--- config.mk ---
export PLATFORM = sky130hd
export DESIGN_NAME = seoe_enum
export DESIGN_NICKNAME = d
export VERILOG_FILES = /design/src/rtl/seoe_enum.v /design/src/rtl/seoe_section_mem.v
export VERILOG_INCLUDE_DIRS = /design/src /design/src/rtl
export SDC_FILE = /design/constraint.sdc
export NUM_CORES = 1
export LEC_CHECK = 0
export BUFFER_PORTS_ARGS = -buffer_cell sky130_fd_sc_hd__buf_4
export CORE_AREA = 2 2 234 236
export DETAILED_ROUTE_END_ITERATION = 8
export DIE_AREA = 0 0 236 238
export PLACE_DENSITY_LB_ADDON = 0.25
export SLEW_MARGIN = 20
export SYNTH_ARGS = -nofsm -noshare
export SYNTH_HDL_FRONTEND = slang
export SYNTH_SLANG_ARGS = --single-unit
--- constraint.sdc ---
create_clock -name clk_i -period 7.5 [get_ports clk_i]
set_input_delay 1.5 -clock clk_i [delete_from_list [all_inputs] [get_ports clk_i]]
set_output_delay 1.5 -clock clk_i [all_outputs]
set_load 0.005 [all_outputs]
--- src/rtl/seoe_consts.vh ---
// Constants for the enclave opt-in and enumeration block
`ifndef SEOE_CONSTS_VH
`define SEOE_CONSTS_VH

`define SEOE_LEAF_FEATURES   32'h0000_0007
`define SEOE_LEAF_ENCLAVE    32'h0000_0012
`define SEOE_FLAG_BIT        2
`define SEOE_FC_LOCK_BIT     0
`define SEOE_FC_OPTIN_BIT    18
`define SEOE_FC_RESET        64'h0000_0000_0000_0000
`define SEOE_SUB_CAPS        32'h0000_0000
`define SEOE_SUB_ATTR        32'h0000_0001
`define SEOE_SUB_SECT_FIRST  32'h0000_0002
`define SEOE_TYPE_INVALID    4'h0
`define SEOE_TYPE_SECTION    4'h1
`define SEOE_PROT_CONF_INTEG 4'h1
`define SEOE_FAULT_NONE      2'h0
`define SEOE_FAULT_UD        2'h1
`define SEOE_FAULT_GP        2'h2

`endif

--- src/rtl/seoe_enum.v ---
// Enclave opt-in control, feature-control register and leaf 12H enumeration
`timescale 1ns/10ps
`default_nettype none
`include "seoe_consts.vh"
module seoe_enum #(
	parameter SECT_AW = 2
) (
	input  wire               clk_i,
	input  wire               nrst_i,
	// Per-thread configuration
	input  wire               feature_flag_i,
	input  wire               enclave_gen_one_i,
	input  wire               enclave_gen_two_i,
	input  wire [31:0]        misc_feature_select_i,
	input  wire [7:0]         max_size_log2_legacy_i,
	input  wire [7:0]         max_size_log2_long_i,
	input  wire [127:0]       attr_settable_i,
	// Section table load
	input  wire               sect_we_i,
	input  wire [SECT_AW-1:0] sect_waddr_i,
	input  wire [39:0]        sect_base_i,
	input  wire [39:0]        sect_size_i,
	input  wire [SECT_AW:0]   sect_count_i,
	// Feature-control register access
	input  wire               fc_wr_i,
	input  wire [63:0]        fc_wdata_i,
	output reg  [63:0]        fc_rdata_o,
	// Identification query
	input  wire               query_i,
	input  wire [31:0]        query_leaf_i,
	input  wire [31:0]        query_sub_i,
	output reg                result_valid_o,
	output reg  [31:0]        result_a_o,
	output reg  [31:0]        result_b_o,
	output reg  [31:0]        result_c_o,
	output reg  [31:0]        result_d_o,
	// Enclave instruction check
	input  wire               enclave_op_i,
	output reg                op_done_o,
	output reg  [1:0]         op_fault_o,
	output reg                opted_in_o
);
	//--------------------------------------------------------------
	// Reset release
	//--------------------------------------------------------------
	reg rst_s1_q;
	reg rst_s2_q;
	wire rst_n = rst_s2_q;

	always @(posedge clk_i or negedge nrst_i) begin
		if (!nrst_i) begin
			rst_s1_q <= 1'b0;
			rst_s2_q <= 1'b0;
		end else begin
			rst_s1_q <= 1'b1;
			rst_s2_q <= rst_s1_q;
		end
	end

	//--------------------------------------------------------------
	// Feature-control register
	//--------------------------------------------------------------
	reg  lock_q;
	reg  optin_q;
	wire opted_in = lock_q & optin_q;

	always @(posedge clk_i or negedge rst_n) begin
		if (!rst_n) begin
			lock_q  <= 1'b0;
			optin_q <= 1'b0;
		end else if (fc_wr_i && !lock_q) begin
			// Opt-in follows lock write rules: only while unlocked
			lock_q  <= fc_wdata_i[`SEOE_FC_LOCK_BIT];
			optin_q <= fc_wdata_i[`SEOE_FC_OPTIN_BIT];
		end
	end

	always @(posedge clk_i or negedge rst_n) begin
		if (!rst_n) begin
			fc_rdata_o <= `SEOE_FC_RESET;
			opted_in_o <= 1'b0;
		end else begin
			fc_rdata_o <= 64'h0;
			fc_rdata_o[`SEOE_FC_LOCK_BIT]  <= lock_q;
			fc_rdata_o[`SEOE_FC_OPTIN_BIT] <= optin_q;
			opted_in_o <= opted_in;
		end
	end

	//--------------------------------------------------------------
	// Enclave instruction gating
	//--------------------------------------------------------------
	always @(posedge clk_i or negedge rst_n) begin
		if (!rst_n) begin
			op_done_o  <= 1'b0;
			op_fault_o <= `SEOE_FAULT_NONE;
		end else begin
			op_done_o <= enclave_op_i;
			if (!enclave_op_i) begin
				op_fault_o <= `SEOE_FAULT_NONE;
			end else if (!feature_flag_i) begin
				op_fault_o <= `SEOE_FAULT_UD;
			end else if (!opted_in) begin
				op_fault_o <= `SEOE_FAULT_GP;
			end else begin
				op_fault_o <= `SEOE_FAULT_NONE;
			end
		end
	end

	//--------------------------------------------------------------
	// Section table
	//--------------------------------------------------------------
	// Sections are 4 KB granular, so only address bits 51:12 are kept
	wire [SECT_AW-1:0] sect_idx;
	wire [79:0]        sect_rdata;
	wire [31:0]        sub_rel = query_sub_i - `SEOE_SUB_SECT_FIRST;
	assign sect_idx = sub_rel[SECT_AW-1:0];

	seoe_section_mem #(
		.AW (SECT_AW),
		.DW (80)
	) u_mem (
		.clk_i   (clk_i),
		.we_i    (sect_we_i),
		.waddr_i (sect_waddr_i),
		.wdata_i ({sect_size_i, sect_base_i}),
		.raddr_i (sect_idx),
		.rdata_o (sect_rdata)
	);

	//--------------------------------------------------------------
	// Query pipeline: stage one classifies, stage two muxes memory
	//--------------------------------------------------------------
	localparam ST_NONE = 3'h0;
	localparam ST_FEAT = 3'h1;
	localparam ST_CAPS = 3'h2;
	localparam ST_ATTR = 3'h3;
	localparam ST_SECT = 3'h4;

	reg [2:0] kind_q;
	reg       pend_q;
	wire      sect_in_range = (sub_rel < {{(31-SECT_AW){1'b0}}, sect_count_i});

	always @(posedge clk_i or negedge rst_n) begin
		if (!rst_n) begin
			pend_q <= 1'b0;
			kind_q <= ST_NONE;
		end else begin
			pend_q <= query_i;
			kind_q <= ST_NONE;
			if (query_leaf_i == `SEOE_LEAF_FEATURES && query_sub_i == 32'h0) begin
				kind_q <= ST_FEAT;
			end else if (query_leaf_i == `SEOE_LEAF_ENCLAVE && feature_flag_i) begin
				// Sections are withheld until opted in
				if (query_sub_i == `SEOE_SUB_CAPS) begin
					kind_q <= ST_CAPS;
				end else if (query_sub_i == `SEOE_SUB_ATTR) begin
					kind_q <= ST_ATTR;
				end else if (opted_in && sect_in_range) begin
					kind_q <= ST_SECT;
				end
			end
		end
	end

	// Result words; registers are per instance, so one per hardware thread
	always @(posedge clk_i or negedge rst_n) begin
		if (!rst_n) begin
			result_valid_o <= 1'b0;
			result_a_o     <= 32'h0;
			result_b_o     <= 32'h0;
			result_c_o     <= 32'h0;
			result_d_o     <= 32'h0;
		end else begin
			result_valid_o <= pend_q;
			result_a_o     <= 32'h0;
			result_b_o     <= 32'h0;
			result_c_o     <= 32'h0;
			result_d_o     <= 32'h0;
			if (pend_q) begin
				case (kind_q)
				ST_FEAT: begin
					// Opt-in bit is deliberately absent here
					result_b_o[`SEOE_FLAG_BIT] <= feature_flag_i;
				end
				ST_CAPS: begin
					result_a_o <= {30'h0, enclave_gen_two_i, enclave_gen_one_i};
					result_b_o <= misc_feature_select_i;
					result_d_o <= {16'h0, max_size_log2_long_i, max_size_log2_legacy_i};
				end
				ST_ATTR: begin
					result_a_o <= attr_settable_i[31:0];
					result_b_o <= attr_settable_i[63:32];
					result_c_o <= attr_settable_i[95:64];
					result_d_o <= attr_settable_i[127:96];
				end
				ST_SECT: begin
					result_a_o <= {sect_rdata[19:0], 8'h0, `SEOE_TYPE_SECTION};
					result_b_o <= {12'h0, sect_rdata[39:20]};
					result_c_o <= {sect_rdata[59:40], 8'h0, `SEOE_PROT_CONF_INTEG};
					result_d_o <= {12'h0, sect_rdata[79:60]};
				end
				default: begin
					result_a_o <= 32'h0;
				end
				endcase
			end
		end
	end
endmodule // seoe_enum
`default_nettype wire

--- src/rtl/seoe_section_mem.v ---
// Section table memory: base and size per protected section, registered read
`timescale 1ns/10ps
`default_nettype none
module seoe_section_mem #(
	parameter AW = 2,
	parameter DW = 80
) (
	input  wire          clk_i,
	input  wire          we_i,
	input  wire [AW-1:0] waddr_i,
	input  wire [DW-1:0] wdata_i,
	input  wire [AW-1:0] raddr_i,
	output reg  [DW-1:0] rdata_o
);
	reg [DW-1:0] mem_q [0:(1<<AW)-1];

	always @(posedge clk_i) begin
		if (we_i) begin
			mem_q[waddr_i] <= wdata_i;
		end
		rdata_o <= mem_q[raddr_i];
	end
endmodule // seoe_section_mem
`default_nettype wire

==> results_dict.tcl, run 1 <==
set metrics [dict create \
    fin_setup_tns_ns 0 \
    synth_area_leaders "edfxtp_1, dfrtp_1, mux4_2, dfxtp_1, mux2i_1" \
    min_period_over_period_pct 44.5 \
    power_density_nw_per_um2 253 \
    insertion_delay_ns 0.60 \
    syn_area_um2 19700 \
    setup_violations 0 \
    viasPerCell 4.74 \
    drtIter0Drc 529 \
    drc_errors 0 \
    startpoint_type "input port" \
    synth_top_cell_area_share_pct 48.8 \
    slew_headroom_pct 28.7 \
    hold_buffers 0 \
    synth_seq_cells 543 \
    yosysSeqAreaShare_pct 75.1 \
    cp_slowest_cell "buf_4" \
    clock_skew_ns 0.0140 \
    peakVddDrop_mv 0.181 \
    cp_data_arrival_time_ns 3.84 \
    layout.nets 2009 \
    cts_sinks 543 \
    cts_resized 0 \
    synth_area_per_cell_um2 17.7 \
    grt_overflow 0 \
    power_mw 6.53 \
    crit_chain "buf_4 -> inv_1 -> ha_1 -> inv_1 -> ha_1 -> nor3_1 -> nand3_1 -> a2111oi_0 -> nand4_1 -> nor4b_2" \
    finalCriticalPeriod_ns 3.34 \
    highest-signal-layer "met5" \
    leakagePower_nw 10.4 \
    design.core.area_um2 53500 \
    status "complete, no violations" \
    cts_setup_buffers 0 \
    wl_met3_mm 2.88 \
    tightest_slew_ns 1.07 \
    fill_cells 4608 \
    cp.required_ns 8.00 \
    synth_most_common_cell "edfxtp_1" \
    synthFlopType "edfxtp_1" \
    fin_util_pct 48.2 \
    hold_violations 0 \
    synth-edff-count 320 \
    num_rows 85 \
    place.detailed.hpwl_mm 32.6 \
    cts_tree "built" \
    cts_root_buffer "clkbuf_16" \
    cts-buffers-inserted 57 \
    clk_pin_slew_ns 0.06 \
    path_buf_inv 3 \
    r2r_cells 4 \
    grt.total_usage_pct 17.2 \
    critPathCaptureType "flip-flop" \
    ys_top_cells_by_count "edfxtp_1, dfrtp_1, dfxtp_1, mux4_2, and2_1" \
    antenna_found_initial 4 \
    vias 11158 \
    place_congestion 0.821 \
    start_util_pct 36.8 \
    wirelength_mm 48.8 \
    h-tree-depth 2 \
    crit_family "simple AND/OR/NAND/NOR gates" \
    cp.depth 10 \
    io_pins 595 \
    dieArea_um2 56200 \
    yosys.area.top_type "edfxtp_1" \
    rsz0062_at_grt "false" \
    ant_nets 0 \
    layout-drive-gt1-share_pct 40.7 \
    dieHeight_um 238 \
    wl_per_cell_um 20.7 \
    dieWidth_um 236 \
    syn_inst 1115 \
    grt_pass1_wl_mm 72.7 \
    synth_cell_types 50 \
    slowest_delay_ns 0.50 \
    met1_length_mm 19.4 \
    io_buffers 470 \
    grt_pass1_vias 11719 \
    async_flop_share_pct 26.3 \
    slew_viol_final 0 \
    min_path_type "flip-flop to asynchronous set/reset pin" \
    fmax_mhz 300 \
    clock_path_buffers 3 \
    cp_max_fo 41 \
    critPathKind "input port to flip-flop" \
    yosysWarnings 0 \
    dr_wl_met2_mm 25.5 \
    area_growth_pct 30.9 \
    grt_max_degree 75 \
    drv_cap 0 \
    firstDrtPassIters 5 \
]
-- per-layer routing --
metal / vias up / global-route usage (%)
li1: 5073 / -
met1: 5662 / 21.1
met2: 357 / 30.7
met3: 62 / 3.99
met4: 4 / 4.69
met5: - / 0
-- cell families after synthesis --
| group | count (synthesis) | share of synthesized area (%) |
|---|---|---|
| mux | 131 | 11.8 |
| compound gates | 97 | 3.37 |
| flops | 543 | 75.1 |
| buf+inv | 121 | 3.50 |
| xor+xnor | 3 | 0.133 |
| other cells | 2 | 0.0381 |
| simple gates | 215 | 5.89 |
| fa+ha+maj | 3 | 0.191 |
-- metrics by stage --
step | std cells | area [µm²] | hold slack [ns] | setup WS (ns)
4_1_cts | 2353 | 25800 | 0.199 | 4.12
3_3_place_gp | 2245 | 23800 | 0.199 | 3.46
6_report | 2355 | 25800 | 0.191 | 4.16
5_1_grt | 2354 | 25800 | 0.214 | 4.08
2_1_floorplan | 1176 | 19900 | 0.331 | 2.06
3_5_place_dp | 2245 | 23800 | 0.197 | 3.49
-- worst reg2reg max path, stage by stage, from the launching register on --
cell	delay [ns]
dfrtp_4	0.80
nor3b_2	0.30
buf_4	0.31
and2_1	0.90
a22o_1	0.26
-- state kept, by name, indices dropped and copies added, names as in the netlist, 2 cells and up --
register	cells
op_fault_o	2
result_d_o	32
result_a_o	32
result_b_o	32
kind_q	3
u_mem.mem_q	320
fc_rdata_o	2
u_mem.rdata_o	80
result_c_o	32
-- path summary, 6_finish.rpt --
kind	start	endpoint	slack, ns
worst max-delay path	query_sub_i[1]	kind_q[2]$_DFF_PN0_	4.16
worst min-delay path	rst_n$_DFF_PN0_	result_b_o[4]$_DFF_PN0_	0.19
worst max register to register	kind_q[0]$_DFF_PN0_	result_c_o[20]$_DFF_PN0_	4.86
worst min register to register	rst_n$_DFF_PN0_	result_b_o[4]$_DFF_PN0_	0.19
max in group asynchronous	rst_n$_DFF_PN0_	result_c_o[21]$_DFF_PN0_	6.06
min in group clk_i	rst_s1_q$_DFF_PN0_	rst_n$_DFF_PN0_	0.35
-- power breakdown --
group / switching, mW / total [mW] / internal, mW
Combinational: 0.156 / 0.352 / 0.196
Clock: 1.14 / 2.83 / 1.69
Sequential: 0.0417 / 3.35 / 3.31
-- area by class of cell --
| cell class | count | area (µm²) | area share (%) |
|---|---|---|---|
| sequential | 543 | 14800 | 57.4 |
| clock buffer | 77 | 1660 | 6.43 |
| multi-input combinational | 512 | 4480 | 17.4 |
| tap | 696 | 871 | 3.38 |
| clock inverter | 31 | 265 | 1.03 |
| timing repair buffer | 488 | 3670 | 14.2 |
| inverter | 6 | 22.5 | 0.0874 |
| antenna | 2 | 5.00 | 0.0194 |
-- layout by cell type (no fill, tap or decap), drive strengths merged, types with 10 or more instances in the layout --
cell type / instances
buf: 488
nand2: 41
dfrtp: 143
conb: 63
o21ai: 37
mux4: 80
inv: 10
and2: 70
dfxtp: 80
nor2: 48
a22o: 20
edfxtp: 320
mux2i: 50
a22oi: 24
nor4: 10
clkinv: 22
clkbuf: 77
No activity file was read; power rests on OpenSTA's default activity.
==> run 2: changes to the inputs <==
--- a/config.mk
+++ b/config.mk
@@ -6,10 +6,11 @@
 export SDC_FILE = /design/constraint.sdc
 export NUM_CORES = 1
 export LEC_CHECK = 0
+export ABC_AREA = 1
 export BUFFER_PORTS_ARGS = -buffer_cell sky130_fd_sc_hd__buf_4
-export CORE_AREA = 2 2 234 236
+export CORE_AREA = 2 2 231 233
 export DETAILED_ROUTE_END_ITERATION = 8
-export DIE_AREA = 0 0 236 238
+export DIE_AREA = 0 0 233 235
 export PLACE_DENSITY_LB_ADDON = 0.25
 export SLEW_MARGIN = 20
 export SYNTH_ARGS = -nofsm -noshare
==> constraint.sdc (replaced) <==
create_clock -name clk_i -period 3.1 [get_ports clk_i]
set_input_delay 0.62 -clock clk_i [delete_from_list [all_inputs] [get_ports clk_i]]
set_output_delay 0.62 -clock clk_i [all_outputs]
set_load 0.005 [all_outputs]
==> results_dict.tcl, run 2 <==
set metrics [dict create \
    synth_cell_types 40 \
    synth_compound_area_share_pct 7.96 \
    synthAdderAreaFrac_pct 0.184 \
    cts_setup_buffers 0 \
    clock_skew_ns 0.0255 \
    top_register "u_mem.mem_q" \
    reg.largest.list "u_mem.mem_q: 320 flops, u_mem.rdata_o: 80 flops" \
    dr_wl_met2_mm 30.0 \
    firstDrtPassIters 5 \
    finalCriticalPeriod_ns 2.03 \
    peakVddDrop_mv 0.397 \
    highest-signal-layer "met5" \
    min_period_over_period_pct 65.6 \
    dieWidth_um 233 \
    cts_sinks 543 \
    slew_viol_final 0 \
    drv_cap 0 \
    io_pins 595 \
    fmax_mhz 492 \
    start_util_pct 39.1 \
    cts_root_buffer "clkbuf_16" \
    syn_area_um2 20400 \
    cts_tree "built" \
    io_buffers 470 \
    yosysSeqAreaShare_pct 72.4 \
    antenna_found_initial 7 \
    slowest_delay_ns 0.54 \
    final_common_cell "buf_4" \
    cp_data_arrival_time_ns 2.48 \
    vias 13888 \
    largest_reg_flops 320 \
    hold_violations 0 \
    mostFrequentLayoutCells "buf_4, edfxtp_1, nand2_1" \
    design.core.area_um2 52200 \
    synth_area_leaders "edfxtp_1, dfrtp_1, dfxtp_1, nand2_1, mux2i_1" \
    drc_errors 0 \
    async_flop_share_pct 26.3 \
    clock_path_buffers 3 \
    status "complete, no violations" \
    layout.nets 2504 \
    cp_max_fo 20 \
    critPathCaptureType "flip-flop" \
    viasPerCell 4.88 \
    clk_pin_slew_ns 0.06 \
    yosysWarnings 0 \
    grt_max_degree 142 \
    fin_setup_tns_ns 0 \
    dieHeight_um 235 \
    synth_most_common_cell "edfxtp_1" \
    grt_pass1_vias 14172 \
    ant_nets 0 \
    power_density_nw_per_um2 588 \
    slew_headroom_pct 30.2 \
    cp_slowest_cell "nor2_4" \
    ys_top_cells_by_count "edfxtp_1, nand2_1, dfrtp_1" \
    tightest_slew_ns 1.05 \
    insertion_delay_ns 0.60 \
    power_mw 15.6 \
    cpMostUsedCell "nand2_1" \
    grt_pass1_wl_mm 87.3 \
    synthFlopType "edfxtp_1" \
    drtIter0Drc 894 \
    synth-edff-count 320 \
    layout-drive-gt1-share_pct 29.0 \
    dieArea_um2 54800 \
    synth_xor_area_share_pct 0.172 \
    fill_cells 4596 \
    met1_length_mm 23.6 \
    synth_top_family_by_area "simple AND/OR/NAND/NOR gates" \
    synth_area_per_cell_um2 12.7 \
    wl_per_cell_um 20.7 \
    leakagePower_nw 11.2 \
    wl_met3_mm 3.67 \
    rsz0062_at_grt "false" \
    synth_seq_cells 543 \
    grt.total_usage_pct 21.2 \
    synth.mux.area_fraction_pct 3.92 \
    place.detailed.hpwl_mm 39.2 \
    h-tree-depth 2 \
    synthSimpleGateAreaFrac_pct 9.74 \
    cp.required_ns 3.55 \
    crit_chain "inv_2 -> nand2_1 -> nor2_4 -> buf_4 -> nand2_1 -> a31oi_1" \
    wirelength_mm 58.8 \
    area_growth_pct 30.5 \
    setup_violations 0 \
    cts-buffers-inserted 57 \
    place_congestion 0.894 \
    synth_top_cell_area_share_pct 47.1 \
    startpoint_type "flip-flop" \
    num_rows 84 \
    min_path_type "input port to flip-flop" \
    yosys.area.top_type "edfxtp_1" \
    grt_overflow 0 \
    critPathKind "flip-flop to flip-flop" \
    syn_inst 1613 \
]
## run 2: cell types whose count changed after synthesis, moves of 69 or more
cell,before,now
nor2_1,48,128
mux4_2,80,0
inv_1,6,85
nand2_1,41,302
a22oi_1,24,94
and2_1,70,1
## run 2: kinds of logic after synthesis
kind of cell,count (synthesis)
buffers and inverters,228
XOR/XNOR,4
AND/OR/NAND/NOR,487
AO/OA/AOI/OAI,266
adder cells (fa/ha/maj),3
other,2
multiplexers,80
flip-flops,543
## run 2: timing repair
action,in CTS,in global routing
setup endpoints to repair,0,0
endpoints found under the hold margin,2,0
resized for setup,0,0
hold buffers,1,0
## run 2: where the power goes
| group | switching [mW] | internal (mW) | leakage (nW) |
|---|---|---|---|
| combinational | 0.523 | 0.441 | 4.72 |
| sequential | 0.0819 | 8.00 | 5.59 |
| clock | 2.80 | 3.81 | 0.900 |
## run 2: critical path: cells and delay by family, from the launching register on
kind            cells  cell delay (ns)
simple gates        3             0.75
buf+inv             2             0.38
compound gates      1             0.37
flops               1             0.39
## run 2: worst paths after layout
| check | start | slack [ns] | cells past startpoint | endpoint |
|---|---|---|---|---|
| max in group asynchronous | rst_n$_DFF_PN0_ | 1.96 | 1 | result_b_o[10]$_DFF_PN0_ |
| setup / recovery | kind_q[2]$_DFF_PN0_ | 1.07 | 6 | result_b_o[3]$_DFF_PN0_ |
| hold / removal | query_i | 0.15 | 1 | pend_q$_DFF_PN0_ |
| min in group asynchronous | nrst_i | 0.34 | 2 | rst_n$_DFF_PN0_ |
| setup reg to reg | kind_q[2]$_DFF_PN0_ | 1.07 | 6 | result_b_o[3]$_DFF_PN0_ |
| hold reg to reg | rst_s1_q$_DFF_PN0_ | 0.36 | 0 | rst_n$_DFF_PN0_ |
## run 2: layout make-up
cell class / count / area, µm² / share of cell area, %
Sequential cell: 543 / 14800 / 55.5
Multi-Input combinational cell: 903 / 4800 / 18.0
Timing Repair Buffer: 503 / 3960 / 14.9
Clock buffer: 78 / 1610 / 6.03
Tap cell: 688 / 861 / 3.23
Inverter: 95 / 360 / 1.35
Clock inverter: 30 / 248 / 0.930
Antenna cell: 4 / 10.0 / 0.0376
## run 2: metal layers
layer | vias up | global-route usage, %
met5 | - | 0
met1 | 6868 | 26.0
met4 | 6 | 5.93
met3 | 89 | 4.75
li1 | 6476 | -
met2 | 449 | 37.3
## run 2: metrics by stage
stage                     hold slack, ns  instance area, µm²  util, %  std cells  setup WS (ns)
after floorplan                    0.324               20700        -       1674          -1.19
after global routing               0.105               26600     51.0       2843          0.957
after CTS                         0.0997               26600     51.0       2840           1.06
after detailed placement           0.343               24800     47.4       2731          0.832
final                              0.147               26600     51.0       2844           1.07
after global placement             0.335               24800     47.4       2731          0.801
==> run 3: changes to the inputs <==
==> constraint.sdc (replaced) <==
create_clock -name clk_i -period 1.7 [get_ports clk_i]
set_input_delay 0.34 -clock clk_i [delete_from_list [all_inputs] [get_ports clk_i]]
set_output_delay 0.34 -clock clk_i [all_outputs]
set_load 0.005 [all_outputs]
==> results_dict.tcl, run 3 (same netlist as run 2, synthesis figures left out) <==
set metrics [dict create \
    hold_violations 0 \
    clock_skew_ns 0.0110 \
    cp_max_fo 23 \
    drv_cap 0 \
    layout.nets 2742 \
    setup_violations 0 \
    dpl.cell_count 2781 \
    postPlaceCellArea_um2 25400 \
    cts-buffers-inserted 56 \
    grt_pass1_vias 15265 \
    place.detailed.hpwl_mm 42.3 \
    worst_slack_ns 0.138 \
    dpl_worst_slack_ns -0.202 \
    grt.total_usage_pct 22.2 \
    grt_pass1_wl_mm 91.4 \
    fin_area_um2 29200 \
    r2r-end "result_b_o[4]$_DFF_PN0_" \
    leakagePower_nw 12.3 \
    cts_sinks 543 \
    peakVddDrop_mv 0.874 \
    fin_util_pct 56.0 \
    rr_startpoint "kind_q[2]$_DFF_PN0_" \
    slew_viol_final 0 \
    fin_cells 3079 \
    io_buffers 470 \
    viasPerCell 4.77 \
    cts_root_buffer "clkbuf_16" \
    power_density_nw_per_um2 1010 \
    final_common_cell "buf_4" \
    finalCriticalPeriod_ns 1.56 \
    status "complete, no violations" \
    r2r_cells 6 \
    critPathKind "flip-flop to flip-flop" \
    clk_pin_slew_ns 0.06 \
    io_pins 595 \
    min_period_over_period_pct 91.9 \
    largest_reg_flops 320 \
    cts_tree "built" \
    dieHeight_um 235 \
    critPathCaptureType "flip-flop" \
    startpoint_type "flip-flop" \
    firstDrtPassIters 4 \
    wl_per_cell_um 20.0 \
    fmax_mhz 640 \
    top_register "u_mem.mem_q" \
    dieWidth_um 233 \
    place_congestion 0.907 \
    min_path_type "input port to flip-flop" \
    design.core.area_um2 52200 \
    holdPathStages 3 \
    mostFrequentLayoutCells "buf_4, edfxtp_1, nand2_1" \
    drc_errors 0 \
    h-tree-depth 2 \
    insertion_delay_ns 0.60 \
    num_rows 84 \
    multi_input_area_um2 4830 \
    grt_overflow 0 \
    ff_latch_area_um2 14800 \
    cp_data_arrival_time_ns 2.02 \
    wirelength_mm 61.5 \
    ant_nets 0 \
    hold_end "result_b_o[27]$_DFF_PN0_" \
    vias 14688 \
    grt_max_degree 81 \
    ff2ff_setup_slack_ns 0.14 \
    antenna_found_initial 7 \
    layout-drive-gt1-share_pct 28.5 \
    dieArea_um2 54800 \
    reg.largest.list "u_mem.mem_q: 320 flops, u_mem.rdata_o: 80 flops" \
    min_from "attr_settable_i[59]" \
    area_growth_pct 43.2 \
    cp.required_ns 2.16 \
    fill_cells 4316 \
    clock_path_buffers 3 \
    start_util_pct 39.1 \
    drtIter0Drc 764 \
]
==> run 3: worst max path at each step <==
stage                        start                     endpoint  slack, ns  cells past startpoint
2_1_floorplan            sect_we_i  u_mem.mem_q[0][0]$_DFFE_PP_      -1.13                      2
5_1_grt        optin_q$_DFFE_PN0P_          kind_q[2]$_DFF_PN0_      -0.02                     12
6_report       kind_q[2]$_DFF_PN0_      result_b_o[4]$_DFF_PN0_       0.14                      6
4_1_cts        optin_q$_DFFE_PN0P_          kind_q[2]$_DFF_PN0_       0.06                     12
3_5_place_dp        query_sub_i[1]          kind_q[2]$_DFF_PN0_      -0.20                     15
3_3_place_gp        query_sub_i[1]          kind_q[2]$_DFF_PN0_      -0.23                     16
==> run 3: cell type report <==
type                            instances  share of cell area, %
Sequential cell                       543                   50.6
Timing Repair Buffer                  742                   22.2
Multi-Input combinational cell        903                   16.5
Clock buffer                           77                   5.23
Tap cell                              688                   2.94
Inverter                               95                   1.28
Clock inverter                         27                   1.19
Antenna cell                            4                 0.0342
==> run 3: what timing repair did <==
action                                  in CTS  in global routing
gates resized for setup                      0                  3
hold buffers                               189                  0
endpoints found under the hold margin      422                  0
endpoints found under the setup margin       0                  1
setup buffers                                0                  1
==> run 3: power breakdown <==
group	internal [mW]	leakage, nW	switching, mW
logic	1.18	5.84	1.06
registers	14.6	5.59	0.169
clock network	7.38	0.915	5.04
total	23.1	12.3	6.27
==> run 3: critical path: stages (launching register included) <==
cell     delay [ns]
dfrtp_1        0.39
inv_2          0.08
nand2_1        0.13
nor2_4         0.22
buf_12         0.20
nand2_1        0.08
a31oi_1        0.33
==> run 3: per-stage QoR <==
| stage | hold slack, ns | total power, mW | TNS (ns) |
|---|---|---|---|
| floorplan | 0.0444 | 15.8 | -360.58 |
| global placement | 0.128 | 16.9 | -0.227 |
| detailed placement | 0.129 | 16.9 | -0.202 |
| CTS | 0.000208 | 29.7 | 0 |
| global route | 0.0104 | 30.5 | -0.0244 |
| finish | 0.0306 | 29.4 | 0 |
==> run 3: per-layer routing <==
layer | wire (µm) | GRT usage (%) | vias to the layer above
li1 | - | - | 6940
met3 | 3280 | 3.88 | 103
met2 | 31000 | 38.7 | 478
met4 | 1930 | 7.33 | 6
met5 | 34 | 0 | -
met1 | 25200 | 27.8 | 7161
